`src/hdl/jdc_pkg.sv`:
```
/*
  Constants, register map and types shared by the accessory detection
  control block and its timer.
  Assumes a single 50 MHz clock and a byte-wide register port fed by the
  serial-link slave that sits in front of this block.
*/
package jdc_pkg;

  // ************************************************************
  // Register offsets
  // ************************************************************
  localparam logic [7:0] ADDR_EVENT_STATUS = 8'h01;
  localparam logic [7:0] ADDR_KEY_STATUS   = 8'h02;
  localparam logic [7:0] ADDR_IRQ_MASK     = 8'h03;
  localparam logic [7:0] ADDR_SETTINGS     = 8'h04;

  // ************************************************************
  // Field positions
  // ************************************************************
  // Event status and per-source masks share bit positions
  localparam int BIT_INS_REM     = 0;
  localparam int BIT_DC          = 1;
  localparam int BIT_CONV        = 2;
  localparam int BIT_GLOBAL_MASK = 3;

  localparam int BIT_SOFT_RESET  = 7;
  localparam int BIT_MANUAL_SW   = 6;
  localparam int BIT_AUTO_DETECT = 5;
  localparam int BIT_DETECT_KICK = 4;
  localparam int BIT_RADIO_PASS  = 3;
  localparam int DEBOUNCE_MSB    = 2;

  // ************************************************************
  // Reset values
  // ************************************************************
  localparam logic [3:0] IRQ_MASK_RESET    = 4'h8;
  localparam logic       AUTO_DETECT_RESET = 1'b1;
  localparam logic [2:0] DEBOUNCE_RESET    = 3'h3;

  // ************************************************************
  // Timing
  // ************************************************************
  localparam int CLK_HZ        = 50000000;
  localparam int TICK_MS       = 1;
  localparam int CYCLES_PER_MS = CLK_HZ / 1000 * TICK_MS;
  localparam int DEBOUNCE_W    = 11;

  // Insertion debounce time in milliseconds per field code
  function automatic logic [DEBOUNCE_W-1:0] debounce_ms(input logic [2:0] code);
    logic [DEBOUNCE_W-1:0] ms;
    ms = 11'h002;
    unique case (code)
      3'h0: ms = 11'h002;
      3'h1: ms = 11'h01e;
      3'h2: ms = 11'h03c;
      3'h3: ms = 11'h05a;
      3'h4: ms = 11'h078;
      3'h5: ms = 11'h096;
      3'h6: ms = 11'h3e8;
      3'h7: ms = 11'h7d0;
    endcase
    return ms;
  endfunction

  typedef enum logic {DET_IDLE, DET_BUSY} detect_state_t;

endpackage

```
`src/hdl/event_timer.sv`:
```
/*
  Down-counting timer advanced by a one-cycle tick enable.
  Assumes the caller holds load high while the timed condition is absent.
*/
`timescale 1ns/100ps
module event_timer #(
  parameter int WIDTH = 11
) (
  input  wire logic             sys_clk,
  input  wire logic             rstn,
  input  wire logic             load,
  input  wire logic [WIDTH-1:0] load_value,
  input  wire logic             tick,
  output logic                  expired
);

  logic [WIDTH-1:0] count_reg;
  logic [WIDTH-1:0] count_next;
  logic             expired_next;

  always_comb begin
    count_next   = count_reg;
    expired_next = 1'b0;
    if (load) begin
      count_next = load_value;
    end else if (tick && count_reg != '0) begin
      count_next = count_reg - WIDTH'(1);
      // Fire once on the last tick, then sit idle at zero
      expired_next = (count_reg == WIDTH'(1));
    end
  end

  always_ff @(posedge sys_clk) begin
    if (!rstn) begin
      count_reg <= '0;
      expired   <= 1'b0;
    end else begin
      count_reg <= count_next;
      expired   <= expired_next;
    end
  end

endmodule

```
`src/hdl/jack_detect_ctrl.sv`:
```
/*
  Interrupt masking, event status and device settings of an audio
  accessory detection switch, with insertion debounce and detection
  sequencing control.
  Assumes a serial-link slave in front that turns each register transfer
  into a one-cycle byte strobe, and an analog detection engine that
  reports completion with a one-cycle pulse. All inputs are synchronous
  to sys_clk.
*/
`timescale 1ns/100ps

// Contract
// [RQ1] Global mask blocks interrupt, status still updates
// [RQ2] Conversion mask blocks interrupt, status still sets
// [RQ3] Key press interrupts despite conversion mask
// [RQ4] DC mask blocks interrupt, status still sets
// [RQ5] Plug mask blocks interrupt, status still sets
// [RQ6] Soft reset bit resets device, aborts work
// [RQ7] Override makes switches follow control registers
// [RQ8] Auto detect enable gates detection after insertion
// [RQ9] Kick starts detection, clears when done
// [RQ10] Kick ignored while detection busy
// [RQ11] Kick ignored while key status nonzero
// [RQ12] Kick ignored when jack sense high
// [RQ13] Radio pass turns depletion transistors off; the code does so only while plugged
// [RQ14] Key status clears on read or disable
// [RQ15] Three-bit insertion debounce select, default 90 ms
// [RQ16] Interrupt low while any unmasked status set
module jack_detect_ctrl #(
  parameter int CYCLES_PER_MS = jdc_pkg::CYCLES_PER_MS,
  parameter int KEY_W         = 8,
  parameter int SW_W          = 8
) (
  input  wire logic             sys_clk,
  input  wire logic             rstn,
  // Byte register port from the serial-link slave
  input  wire logic [7:0]       reg_addr,
  input  wire logic             reg_wr,
  input  wire logic [7:0]       reg_wdata,
  input  wire logic             reg_rd,
  output logic [7:0]            reg_rdata,
  // Accessory and analog side
  input  wire logic             jack_sense_n,
  input  wire logic             conv_done,
  input  wire logic             dc_event,
  input  wire logic [KEY_W-1:0] key_event,
  input  wire logic             key_scan_enable,
  input  wire logic             detect_done,
  input  wire logic [SW_W-1:0]  switch_ctrl,
  input  wire logic [SW_W-1:0]  switch_auto,
  output logic                  detect_start,
  output logic                  detect_abort,
  output logic [SW_W-1:0]       switch_state,
  output logic                  manual_switch,
  output logic                  depletion_off,
  output logic                  plugged,
  output logic                  irq_n
);

  // ************************************************************
  // Software reset
  // ************************************************************
  logic soft_reset_reg;
  logic soft_reset_next;
  logic core_rstn;

  // A write of one lands in the next cycle and holds the core in reset
  // for exactly one cycle; the bit itself always reads back zero.
  assign core_rstn = rstn && !soft_reset_reg; // RQ6

  always_comb begin
    soft_reset_next = reg_wr && reg_addr == jdc_pkg::ADDR_SETTINGS &&
                      reg_wdata[jdc_pkg::BIT_SOFT_RESET]; // RQ6
  end

  always_ff @(posedge sys_clk) begin
    if (!rstn) begin
      soft_reset_reg <= 1'b0;
    end else begin
      soft_reset_reg <= soft_reset_next;
    end
  end

  // ************************************************************
  // Millisecond tick and insertion debounce
  // ************************************************************
  localparam int TICK_W = $clog2(CYCLES_PER_MS);

  logic [TICK_W-1:0] tick_cnt_reg;
  logic [TICK_W-1:0] tick_cnt_next;
  logic              ms_tick;
  logic              sense_in_reg;
  logic              plugged_next;
  logic              debounce_done;
  logic              sense_stable;
  logic [2:0]        debounce_sel_reg;

  // The tick runs free, so a debounce wait may come up to one tick short
  always_comb begin
    ms_tick       = (tick_cnt_reg == TICK_W'(CYCLES_PER_MS - 1));
    tick_cnt_next = ms_tick ? '0 : tick_cnt_reg + TICK_W'(1);
    // Timer reloads while the sensed level agrees with the plug state
    sense_stable  = (!sense_in_reg == plugged);
    plugged_next  = debounce_done ? !sense_in_reg : plugged;
  end

  always_ff @(posedge sys_clk) begin
    if (!core_rstn) begin
      tick_cnt_reg <= '0;
      sense_in_reg <= 1'b1;
      plugged      <= 1'b0;
    end else begin
      tick_cnt_reg <= tick_cnt_next;
      sense_in_reg <= jack_sense_n;
      plugged      <= plugged_next;
    end
  end

  // Change must persist for the selected time before it counts
  event_timer #(
    .WIDTH      (jdc_pkg::DEBOUNCE_W)
  ) u_insert_debounce (
    .sys_clk    (sys_clk),
    .rstn       (core_rstn),
    .load       (sense_stable),
    .load_value (jdc_pkg::debounce_ms(debounce_sel_reg)), // RQ15
    .tick       (ms_tick),
    .expired    (debounce_done)
  );

  // ************************************************************
  // Registers and status
  // ************************************************************
  logic [3:0]       irq_mask_reg;
  logic [3:0]       irq_mask_next;
  logic             manual_sw_reg;
  logic             manual_sw_next;
  logic             auto_detect_reg;
  logic             auto_detect_next;
  logic             detect_kick_reg;
  logic             detect_kick_next;
  logic             radio_pass_reg;
  logic             radio_pass_next;
  logic [2:0]       debounce_sel_next;
  logic [2:0]       event_status_reg;
  logic [2:0]       event_status_next;
  logic [2:0]       event_set;
  logic [KEY_W-1:0] key_status_reg;
  logic [KEY_W-1:0] key_status_next;
  logic [7:0]       rdata_next;
  logic             wr_mask;
  logic             wr_settings;
  logic             rd_event;
  logic             rd_key;
  logic             kick_req;
  logic             kick_ok;
  logic             auto_start;
  logic             irq_n_next;

  jdc_pkg::detect_state_t det_state_reg;
  jdc_pkg::detect_state_t det_state_next;
  logic                   detect_start_next;
  logic                   detect_abort_next;

  always_comb begin
    wr_mask     = reg_wr && reg_addr == jdc_pkg::ADDR_IRQ_MASK;
    wr_settings = reg_wr && reg_addr == jdc_pkg::ADDR_SETTINGS;
    rd_event    = reg_rd && reg_addr == jdc_pkg::ADDR_EVENT_STATUS;
    rd_key      = reg_rd && reg_addr == jdc_pkg::ADDR_KEY_STATUS;
    kick_req    = wr_settings && reg_wdata[jdc_pkg::BIT_DETECT_KICK]; // RQ9
    // Kick is dropped when busy, keys pending or nothing inserted
    kick_ok     = kick_req && det_state_reg == jdc_pkg::DET_IDLE && // RQ10
                  key_status_reg == '0 && // RQ11
                  !jack_sense_n; // RQ12
    // Only an insertion may start a run by itself, never a removal
    auto_start  = debounce_done && !sense_in_reg && auto_detect_reg; // RQ8

    irq_mask_next     = irq_mask_reg;
    manual_sw_next    = manual_sw_reg;
    auto_detect_next  = auto_detect_reg;
    radio_pass_next   = radio_pass_reg;
    debounce_sel_next = debounce_sel_reg;
    if (wr_mask) begin
      irq_mask_next = reg_wdata[3:0];
    end
    // A soft reset write lands here too, then the reset overwrites it
    if (wr_settings) begin
      manual_sw_next    = reg_wdata[jdc_pkg::BIT_MANUAL_SW];
      auto_detect_next  = reg_wdata[jdc_pkg::BIT_AUTO_DETECT];
      radio_pass_next   = reg_wdata[jdc_pkg::BIT_RADIO_PASS];
      debounce_sel_next = reg_wdata[jdc_pkg::DEBOUNCE_MSB:0]; // RQ15
    end

    // Status keeps collecting regardless of any mask; a new event in the
    // cycle of a clearing read survives the read.
    event_set = '0;
    // Insertion and removal share one status bit
    event_set[jdc_pkg::BIT_INS_REM] = debounce_done; // RQ5
    event_set[jdc_pkg::BIT_DC]      = dc_event; // RQ4
    event_set[jdc_pkg::BIT_CONV]    = conv_done; // RQ2
    event_status_next = (rd_event ? 3'h0 : event_status_reg) | event_set; // RQ1
    if (!key_scan_enable) begin
      // Disable wins over a press in the same cycle
      key_status_next = '0; // RQ14
    end else begin
      key_status_next = (rd_key ? '0 : key_status_reg) | key_event; // RQ14
    end

    // Detection sequencing; removal or completion ends a run
    det_state_next    = det_state_reg;
    detect_kick_next  = detect_kick_reg;
    detect_start_next = 1'b0;
    detect_abort_next = 1'b0;
    unique case (det_state_reg)
      jdc_pkg::DET_IDLE: begin
        if (kick_ok || auto_start) begin
          det_state_next    = jdc_pkg::DET_BUSY;
          detect_start_next = 1'b1;
          detect_kick_next  = kick_ok; // RQ9
        end
      end
      jdc_pkg::DET_BUSY: begin
        // Completion wins over a removal seen in the same cycle
        if (detect_done) begin
          det_state_next   = jdc_pkg::DET_IDLE;
          detect_kick_next = 1'b0; // RQ9
        end else if (debounce_done && sense_in_reg) begin
          det_state_next    = jdc_pkg::DET_IDLE;
          detect_kick_next  = 1'b0;
          detect_abort_next = 1'b1;
        end
      end
    endcase

    // Key events are never masked per source, only globally
    irq_n_next = !(!irq_mask_reg[jdc_pkg::BIT_GLOBAL_MASK] && // RQ1
                   ((|(event_status_reg & ~irq_mask_reg[2:0])) || // RQ16
                    (|key_status_reg))); // RQ3

    // Reserved bits and the reset bit always read back as zero
    rdata_next = 8'h00;
    unique case (reg_addr)
      jdc_pkg::ADDR_EVENT_STATUS: rdata_next = {5'h00, event_status_reg};
      jdc_pkg::ADDR_KEY_STATUS:   rdata_next = 8'(key_status_reg);
      jdc_pkg::ADDR_IRQ_MASK:     rdata_next = {4'h0, irq_mask_reg};
      jdc_pkg::ADDR_SETTINGS:     rdata_next = {1'b0, manual_sw_reg, auto_detect_reg,
                                                detect_kick_reg, radio_pass_reg,
                                                debounce_sel_reg};
      default:                    rdata_next = 8'h00;
    endcase
  end

  always_ff @(posedge sys_clk) begin
    if (!core_rstn) begin
      irq_mask_reg     <= jdc_pkg::IRQ_MASK_RESET; // RQ1
      manual_sw_reg    <= 1'b0; // RQ7
      auto_detect_reg  <= jdc_pkg::AUTO_DETECT_RESET; // RQ8
      detect_kick_reg  <= 1'b0;
      radio_pass_reg   <= 1'b0;
      debounce_sel_reg <= jdc_pkg::DEBOUNCE_RESET; // RQ15
      event_status_reg <= '0;
      key_status_reg   <= '0;
      det_state_reg    <= jdc_pkg::DET_IDLE; // RQ6
      detect_start     <= 1'b0;
      // A soft reset tells the engine to drop its run
      detect_abort     <= !rstn ? 1'b0 : 1'b1; // RQ6
      reg_rdata        <= 8'h00;
      irq_n            <= 1'b1;
    end else begin
      irq_mask_reg     <= irq_mask_next;
      manual_sw_reg    <= manual_sw_next;
      auto_detect_reg  <= auto_detect_next;
      detect_kick_reg  <= detect_kick_next;
      radio_pass_reg   <= radio_pass_next;
      debounce_sel_reg <= debounce_sel_next;
      event_status_reg <= event_status_next;
      key_status_reg   <= key_status_next;
      det_state_reg    <= det_state_next;
      detect_start     <= detect_start_next;
      detect_abort     <= detect_abort_next;
      reg_rdata        <= reg_rd ? rdata_next : reg_rdata;
      irq_n            <= irq_n_next; // RQ16
    end
  end

  // ************************************************************
  // Switch and transistor drive
  // ************************************************************
  always_ff @(posedge sys_clk) begin
    if (!core_rstn) begin
      switch_state  <= '0;
      manual_switch <= 1'b0;
      depletion_off <= 1'b0;
    end else begin
      switch_state  <= manual_sw_reg ? switch_ctrl : switch_auto; // RQ7
      manual_switch <= manual_sw_reg;
      // Transistors stay on whenever nothing is inserted
      depletion_off <= radio_pass_reg && plugged; // RQ13
    end
  end

endmodule

```
`config.mk`:
```
export PLATFORM = sky130hd
export DESIGN_NAME = jack_detect_ctrl
export DESIGN_NICKNAME = d
export VERILOG_FILES = /design/src/hdl/jdc_pkg.sv /design/src/hdl/event_timer.sv /design/src/hdl/jack_detect_ctrl.sv
export SDC_FILE = /design/constraint.sdc
export NUM_CORES = 1
export LEC_CHECK = 0
export BUFFER_PORTS_ARGS = -buffer_cell sky130_fd_sc_hd__buf_4
export CAP_MARGIN = 20
export CORE_ASPECT_RATIO = 0.7
export CORE_MARGIN = 2
export CORE_UTILIZATION = 61
export CTS_BUF_LIST = sky130_fd_sc_hd__clkbuf_4
export CTS_CLUSTER_SIZE = 20
export DETAILED_ROUTE_END_ITERATION = 8
export GPL_TIMING_DRIVEN = 0
export PLACE_DENSITY_LB_ADDON = 0.05
export SYNTH_ARGS = -nofsm -noshare
export SYNTH_HDL_FRONTEND = slang
export SYNTH_SLANG_ARGS = --single-unit
```
`constraint.sdc`:
```
create_clock -name sys_clk -period 5.8 [get_ports sys_clk]
set_clock_uncertainty 0.2 [all_clocks]
set_input_delay 0.29 -clock sys_clk [delete_from_list [all_inputs] [get_ports sys_clk]]
set_output_delay 0.29 -clock sys_clk [all_outputs]
set_load 0.05 [all_outputs]
```
# Word-level counts from Yosys, hierarchy flattened

Memory sizes are Yosys's and may differ from the RTL's. A register that Yosys moved wholly into a read port is not among the register bits.
Cells that the tools add are included.

Register bits after elaboration: 75
Bits in read-only memories: 80
Input bits: 49
Output and inout port bits: 22
Logic and storage cells: 95
Memories: 1

Memory list:

| memory           | words | width | rd ports | clocked after memory_dff | write ports | RTL line      | RTL |
|---|---|---|---|---|---|---|---|
| (name not given) | 8     | 10    | 1        | 1                        | 0           | jdc_pkg.sv:52 | `unique case (code)` |

Add/subtract/negate cells: 2
Equal/unequal tests: 9
Multiplexer cells: 21
Bitwise logic cells: 7
Reduce and logical (&&, ||, !) cells: 33

Operator list:

| operator                                              | count |
|---|---|
| case mux 8 bit (4 select lines)                       | 1 |
| 2-to-1 mux 11 bit                                     | 2 |
| adder 16 x 1 -> 16 bit (second input constant)        | 1 |
| equality test 16 bit (second input constant)          | 1 |
| equality test 8 x 2 -> 1 bit (second input constant)  | 2 |
| logical AND 1 bit                                     | 16 |
| 2-to-1 mux 8 bit                                      | 2 |
| equality test 11 x 1 -> 1 bit (second input constant) | 1 |
| 2-to-1 mux 1 bit                                      | 11 |
| nonzero test 11 bit                                   | 1 |
| subtractor 11 x 1 -> 11 bit (second input constant)   | 1 |
| 2-to-1 mux 3 bit                                      | 3 |
| equality test 8 x 1 -> 1 bit (second input constant)  | 1 |
| equality test 8 x 3 -> 1 bit (second input constant)  | 1 |
| logical NOT 8 bit                                     | 1 |
| OR 8 bit                                              | 1 |
| OR reduction 8 bit                                    | 1 |
| OR reduction 3 bit                                    | 2 |
| logical NOT 1 bit                                     | 5 |
| case mux 1 bit (2 select lines)                       | 2 |
| AND reduction 2 bit                                   | 2 |
| OR reduction 2 bit                                    | 2 |
| AND 3 bit                                             | 1 |
| != test 3 x 2 -> 1 bit (second input constant)        | 1 |
| other kinds (7)                                       | 10 |

# Depth between registers and ports, before layout

Gate-level depths: netlist of the first run.

Word-level depth: 9
Depth in mapped cells: 10
Gate-level depth less buffers: 8

# Hierarchy

A second synthesis of the first run with hierarchy kept.

Cells, all modules: 412
Area, all modules: 3787.4 um^2

By module, submodules not included:

| module           | instances | cells an instance | area an instance (um^2) | seq. area each (um^2) |
|---|---|---|---|---|
| jack_detect_ctrl | 1         | 329               | 3070.4                  | 1441.4 |
| event_timer      | 1         | 83                | 716.9                   | 240.2 |

# Least setup slack after synthesis of the first run

Ideal clock, no wire load.

Kind: input-to-reg
From: in reg_addr[6]
To: reg u_insert_debounce.load_value[2] (netlist name)
Setup time: 0.125 ns
Data arrival time: 1.966 ns
Data required time: 5.475 ns
Setup slack: 3.508 ns
Cell stages on the path: 8
Buffers on the path: 1
Cell sequence: or4_4 > and4bb_2 > buf_6 > nor3_1 > a21oi_2 > inv_2 > ha_1 > o21ai_1

Word-level cells in the longest chain between the ends: 4

RTL lines:

| what                                            | RTL line                | RTL |
|---|---|---|
| start: declaration                              | jack_detect_ctrl.sv:37  | `input wire logic [7:0] reg_addr,` |
| equality test 8 x 3 -> 1 bit                    | jack_detect_ctrl.sv:167 | `wr_settings = reg_wr && reg_addr == jdc_pkg::ADDR_SETTINGS;` |
| logical AND 1 bit                               | jack_detect_ctrl.sv:167 |  |
| 2-to-1 mux 3 bit (no source line) (2 in series) | -                       |  |

Every way passes these cells.
A chain may end at the register's enable or synchronous reset.

# Worst setup path after layout of the first run

From: reg u_insert_debounce.count_reg[2]
To: reg u_insert_debounce.count_reg[1]

Word-level cells in the longest chain between the ends: 3

RTL lines:

| what                                | RTL line          | RTL |
|---|---|---|
| start: declaration                  | event_timer.sv:17 | `logic [WIDTH-1:0] count_reg;` |
| start signal: assignment            | event_timer.sv:38 | `count_reg <= count_next;` |
| nonzero test 11 bit                 | event_timer.sv:26 | `end else if (tick && count_reg != '0) begin` |
| logical AND 1 bit                   | event_timer.sv:26 |  |
| nonzero test 2 bit (no source line) | -                 |  |

Every way passes these cells.

==> reports/metrics.cfg, run 1 <==
[power_and_ir_drop]
power_density_nw_per_um2=216
p_switching_mw=0.268
internal_power_mw=0.744
leakagePower_nw=1.86
ir_worst_vdd_mv=0.194
pwr-share-clk_pct=28.8
pwr-share-comb_pct=12.0
switching_share_pct=26.5
seqPwrFrac_pct=59.2

[worst_setup_path]
r2r_cells=5
end_kind=register
critPathLaunchType=register
r2r_start=u_insert_debounce.count_reg[2]
r2r_slack_ps=3440
cp_max_fo=9
reg2reg_to=u_insert_debounce.count_reg[1]
cp.required_ps=5960
critPathKind=reg -> reg
critPathArrivalTime_ps=2520

[synthesis]
ys.flop_type=dfxtp_1
synth_nets=450
synth_enable_flop_cells=0
synth_cells=393
synth.area.top_cells=dfxtp_1, nor2_1, mux2i_1
synth-seq-cells=84
async_flop_share_pct=0
synth_top_area_share_pct=46.9
ys_warn_count=0
synth_cell_types=52
yosysMostFrequentCell=dfxtp_1
syn-cell-area_um2=3590
synth_top_area_cell=dfxtp_1
ys_seq_area_share_pct=46.9
synthTopCellsByCount=dfxtp_1, nor2_1, a21oi_1, nand2_1, mux2i_1
syn_area_per_cell_um2=9.12

[route]
wl_um=10100
via_count=3435
dr.pass1.iters=7
wl_per_cell_um=17.0
via_per_inst=5.81
drtIter0Drc=328
antenna_left=0
remaining_drc_errors=0

[placement]
routabilityCongestion=0.857
dp_slack_ps=3140
port_buffers=69
dp_hpwl_um=5910

[grt]
antenna_found_initial=0
grt_pass1_vias=3254
grt_pass1_wl_um=15600
grt_usage_pct=32.3
grt.overflow.total=0
grt_max_degree=14

[floorplan]
dieArea_um2=6520
initial_core_util_pct=62.9
dieHeight_um=68.2
die_w_um=95.6
ioPinCount=71
row_count=23
core-area_um2=5700

[timing]
rsz0062_at_grt=false
setup_viol=0
fin_setup_tns_ps=0
tightest_slew_ps=751
final_hold_viol_count=0
slew_violations=0
min_period_ps=2360
setup_slack_ps=3440
holdWs_ps=86.3
slew_headroom_pct=49.9
fin_crit_sh_pct=40.7
fmax_mhz=424

[final_layout]
area_growth_pct=30.8
fin_nets=568
seq_area_um2=1680
n_fill_cell=324
antenna_cells=0
drive_above_1_share_pct=19.6
multi_input_area_um2=1780
largest_reg_flops=16

[job]
cap_violations=0

[cts]
h-tree-depth=3
cts.path.max_buffers=2
clock_sinks=84
cts_tree=done
clkTransAtPathRegs_ps=120
numCtsBuffers=9
cts_root_buf=clkbuf_4
clock_latency_ps=440
cts.repair.resized=0

[min_path]
hp-start=reg_addr[7]
hold_depth=4
hold_end=reg_rdata[7]
hp-class=in -> reg

[outcome]
status=finished clean

## placed cells by master, fill, tap and decap left out, types with 11 or more instances in the layout
cell / instances
nand2_1: 25
clkbuf_4: 11
a21oi_1: 31
xor2_1: 15
clkbuf_1: 11
dfxtp_1: 84
buf_4: 69
dlygate4sd3_1: 38
nor2_1: 58
mux2i_1: 17
## per-stage QoR
| stage | power [mW] | util [%] | cell area (um2) | std cells |
|---|---|---|---|---|
| 4_1_cts | 1.00 | 82.3 | 4690 | 591 |
| 6_report | 1.01 | 82.3 | 4690 | 591 |
| 3_3_place_gp | 0.703 | 73.7 | 4200 | 537 |
| 3_5_place_dp | 0.706 | 73.7 | 4200 | 537 |
| 2_1_floorplan | 0.661 | - | 3590 | 393 |
| 5_1_grt | 1.05 | 82.3 | 4690 | 591 |
## kinds of logic (layout without fill, tap and decap cells)
logic type,after synthesis,after routing,synth area share (%)
and+or+nand+nor,161,161,23.9
xor gates and xnor gates,21,21,5.13
muxes,21,21,6.00
buffers and inverters,28,151,3.38
adders and majority gates,8,8,2.79
DFF,84,84,46.9
AOI/OAI and AO/OA,70,70,11.9
## per-layer routing
| metal | global-route usage [%] | share of wire [%] |
|---|---|---|
| met4 | 16.3 | 4.3 |
| met2 | 54.5 | 48 |
| met1 | 37.8 | 41 |
| met3 | 9.80 | 6.8 |
| met5 | 0 | 0 |
## how the worst max path moves through the flow
stage                                         from                              end  slack [ps]  cells after the start
finish              u_insert_debounce.count_reg[2]   u_insert_debounce.count_reg[1]        3440                      5
CTS                 u_insert_debounce.count_reg[2]   u_insert_debounce.count_reg[1]        3510                      5
global placement                       reg_addr[6]  u_insert_debounce.load_value[2]        3180                      9
detailed placement                     reg_addr[6]  u_insert_debounce.load_value[2]        3140                      9
global route        u_insert_debounce.count_reg[2]   u_insert_debounce.count_reg[1]        3310                      5
floorplan                              reg_addr[6]  u_insert_debounce.load_value[2]        3510                      8
## power groups by stage
| stage | sequential (mW) | clock, mW | combinational (mW) |
|---|---|---|---|
| after CTS | 0.598 | 0.291 | 0.115 |
| after global placement | 0.611 | 0 | 0.0925 |
| final | 0.600 | 0.292 | 0.121 |
| after floorplan | 0.620 | 0 | 0.0410 |
| after detailed placement | 0.611 | 0 | 0.0947 |
| after global routing | 0.601 | 0.316 | 0.129 |
## worst max-delay path: stages (launching register included)
cell	delay, ps
dfxtp_1	370
nor4_1	460
nand4_1	440
nand2_1	270
mux2_1	360
o22ai_1	170
## layout make-up
type,count,share of cell area [%]
plain buffers,16,1.63
clock buffers,11,1.76
clock inverters,5,0.614
inverters,12,0.961
multi-input cells,281,38.0
flip-flops and latches,84,35.9
well taps,75,2.00
repair buffers,107,19.2
## timing repair
| item | in CTS | in global routing |
|---|---|---|
| setup endpoints to repair | 0 | 0 |
| endpoints found under the hold margin | 34 | 0 |
| setup buffers | 0 | 0 |
| hold buffers | 38 | 0 |
No activity file was read; power rests on OpenSTA's default activity.
==> inputs of run 2 (changes only) <==
Settings changed: ABC_AREA set to 1, CORE_UTILIZATION 61 to 52.
Clock period 5.8 ns to 2.1 ns, I/O delays scaled along.
==> reports/metrics.cfg, run 2 <==
[route]
via_per_inst=5.03  ; was 5.81
wl_um=9980  ; was 10100 um
wl_per_cell_um=13.0  ; was 17.0 um
dr.pass1.iters=5  ; was 7
antenna_left=0  ; unchanged
drtIter0Drc=239  ; was 328
remaining_drc_errors=0  ; unchanged
via_count=3866  ; was 3435

[final_layout]
area_growth_pct=36.4  ; was 30.8%
largest_reg_flops=16  ; unchanged
drive_above_1_share_pct=18.4  ; was 19.6%
final_common_cell=nand2_1  ; was dfxtp_1
antenna_cells=0  ; unchanged
final_cell_mix=nand2_1, dfxtp_1, nor2_1, buf_4, inv_1  ; was dfxtp_1, buf_4, nor2_1, dlygate4sd3_1, a21oi_1
fin_nets=727  ; was 568

[timing]
tightest_slew_ps=506  ; was 751 ps
slew_violations=0  ; unchanged
fin_crit_sh_pct=94.1  ; was 40.7%
setup_viol=0  ; unchanged
rsz0062_at_grt=false  ; unchanged
min_period_ps=1980  ; was 2360 ps
final_hold_viol_count=0  ; unchanged
fmax_mhz=506  ; was 424 MHz
fin_setup_tns_ps=0  ; unchanged
slew_headroom_pct=66.0  ; was 49.9%

[synthesis]
ys_seq_area_share_pct=44.4  ; was 46.9%
yosysMostFrequentCell=nand2_1  ; was dfxtp_1
syn_area_per_cell_um2=7.06  ; was 9.12 um2
syn-cell-area_um2=3790  ; was 3590 um2
synth_cell_types=38  ; was 52
ys_warn_count=0  ; unchanged
synth_cells=536  ; was 393
synth_top_area_share_pct=44.4  ; was 46.9%
synth.area.top_cells=dfxtp_1, nand2_1, nor2_1  ; was dfxtp_1, nor2_1, mux2i_1
synth-seq-cells=84  ; unchanged
synthTopCellsByCount=nand2_1, dfxtp_1, nor2_1, inv_1, a21oi_1  ; was dfxtp_1, nor2_1, a21oi_1, nand2_1, mux2i_1
ys.flop_type=dfxtp_1  ; unchanged
async_flop_share_pct=0  ; unchanged
synth_top_area_cell=dfxtp_1  ; unchanged
synth_enable_flop_cells=0  ; unchanged
synth_nets=593  ; was 450

[floorplan]
dieArea_um2=7990  ; was 6520 um2
row_count=25  ; was 23
ioPinCount=71  ; unchanged
die_w_um=106  ; was 95.6 um
initial_core_util_pct=54.8  ; was 62.9%
dieHeight_um=75.4  ; was 68.2 um
core-area_um2=6910  ; was 5700 um2

[placement]
port_buffers=69  ; unchanged
dp_hpwl_um=6750  ; was 5910 um
routabilityCongestion=0.937  ; was 0.857

[worst_setup_path]
crit_family=simple AND/OR/NAND/NOR gates  ; unchanged
slowest_delay_ps=350  ; was 460 ps
r2r_cells=8  ; was 5
end_kind=register  ; unchanged
cp_slowest_cell=dfxtp_1  ; was nor4_1
cp_max_fo=10  ; was 9
critPathArrivalTime_ps=2110  ; was 2520 ps
cp.buffers_inverters=3  ; was 0
r2r_slack_ps=120  ; was 3440 ps
critPathKind=reg -> reg  ; unchanged
path_cells=nor2_2, buf_2, nand3_1, inv_1, ha_1, inv_1, nand2_1, o21ai_1  ; was nor4_1, nand4_1, nand2_1, mux2_1, o22ai_1
critPathLaunchType=register  ; unchanged
crit_top_cell=inv_1
reg2reg_to=u_insert_debounce.load_value[4]  ; was u_insert_debounce.count_reg[1]
r2r_start=soft_reset_reg  ; was u_insert_debounce.count_reg[2]
cp.required_ps=2230  ; was 5960 ps

[cts]
clock_latency_ps=430  ; was 440 ps
cts_tree=done  ; unchanged
numCtsBuffers=9  ; unchanged
clkTransAtPathRegs_ps=130  ; was 120 ps
post_cts_buffers=0  ; unchanged
clock_sinks=84  ; unchanged
cts_root_buf=clkbuf_4  ; unchanged
h-tree-depth=3  ; unchanged
cts.path.max_buffers=2  ; unchanged

[min_path]
hp-start=reg_addr[5]  ; was reg_addr[7]
hp-class=in -> reg  ; unchanged
hold_depth=8  ; was 4
hold_end=reg_rdata[6]  ; was reg_rdata[7]

[outcome]
status=finished clean  ; unchanged

[grt]
grt.overflow.total=0  ; unchanged
grt_pass1_vias=3616  ; was 3254
grt_pass1_wl_um=16300  ; was 15600 um
grt_max_degree=15  ; was 14
antenna_found_initial=0  ; unchanged
grt_usage_pct=26.1  ; was 32.3%

[power_and_ir_drop]
power_density_nw_per_um2=631  ; was 216 nW/um2
ir_worst_vdd_mv=0.338  ; was 0.194 mV
leakagePower_nw=2.30  ; was 1.86 nW
report.power.total_mw=3.26  ; was 1.01 mW

[job]
cap_violations=0  ; unchanged

-- run 2: cells by family (layout without fill, tap and decap cells) --
family,after synthesis,in the layout,share of synthesized area (%)
simple gates,262,262,30.1
compound gates,94,94,13.2
flops,84,84,44.4
buf+inv,84,223,8.72
fa+ha+maj,8,8,2.64
xor+xnor,4,4,0.925
-- run 2: layout make-up --
cell class / instances / area (um2)
well taps: 94 / 118
clock inverters: 6 / 113
inverters: 72 / 270
fillers: 550 / 1750
clock buffers: 10 / 75.1
plain buffers: 12 / 60.1
multi-input cells: 368 / 1790
repair buffers: 123 / 1060
flip-flops and latches: 84 / 1680
-- run 2: worst register-to-register path, cell delays in order, from the launching register on --
cell and delay (ps):
dfxtp_1 350, nor2_2 280, buf_2 310, nand3_1 210
inv_1 180, ha_1 190, inv_1 40, nand2_1 70
o21ai_1 60
-- run 2: per-layer routing --
layer | vias to the layer above | wire, um | track usage (%)
met4 | 0 | 115 | 8.33
met5 | - | 0 | 0
met1 | 1756 | 4740 | 34.8
met2 | 112 | 4510 | 43.2
met3 | 12 | 610 | 5.82
li1 | 1986 | - | -
-- run 2: worst max-delay path by stage --
stage | from | end | cells past startpoint | slack [ps]
CTS | soft_reset_reg | u_insert_debounce.load_value[4] | 8 | 50
floorplan | plugged | u_insert_debounce.count_reg[2] | 6 | 370
global placement | soft_reset_reg | u_insert_debounce.load_value[4] | 8 | 130
finish | soft_reset_reg | u_insert_debounce.load_value[4] | 8 | 120
detailed placement | soft_reset_reg | u_insert_debounce.load_value[4] | 8 | 80
global route | tick_cnt_reg[0] | u_insert_debounce.count_reg[9] | 10 | 1
-- run 2: stage by stage --
step	hold slack, ps	instance area, um2	cells	worst slack (ps)	util [%]
final	22.4	5160	769	123	74.7
after global routing	62.1	5160	769	1.39	74.7
after CTS	13.1	5150	769	46.1	74.5
after detailed placement	117	4420	699	80.7	64.0
after global placement	107	4420	699	134	64.0
after floorplan	9.96	3790	536	374	-
-- run 2: what timing repair did --
item | CTS | global route
resized for setup | 0 | 4
hold buffers | 54 | 0
endpoints found under the setup margin | 0 | 18
endpoints found under the hold margin | 53 | 0
-- run 2: power breakdown --
group          switching [mW]  internal (mW)  leakage [nW]
Clock                   0.568          0.618         0.101
Sequential             0.0289           1.63         0.685
Combinational           0.215          0.197          1.51
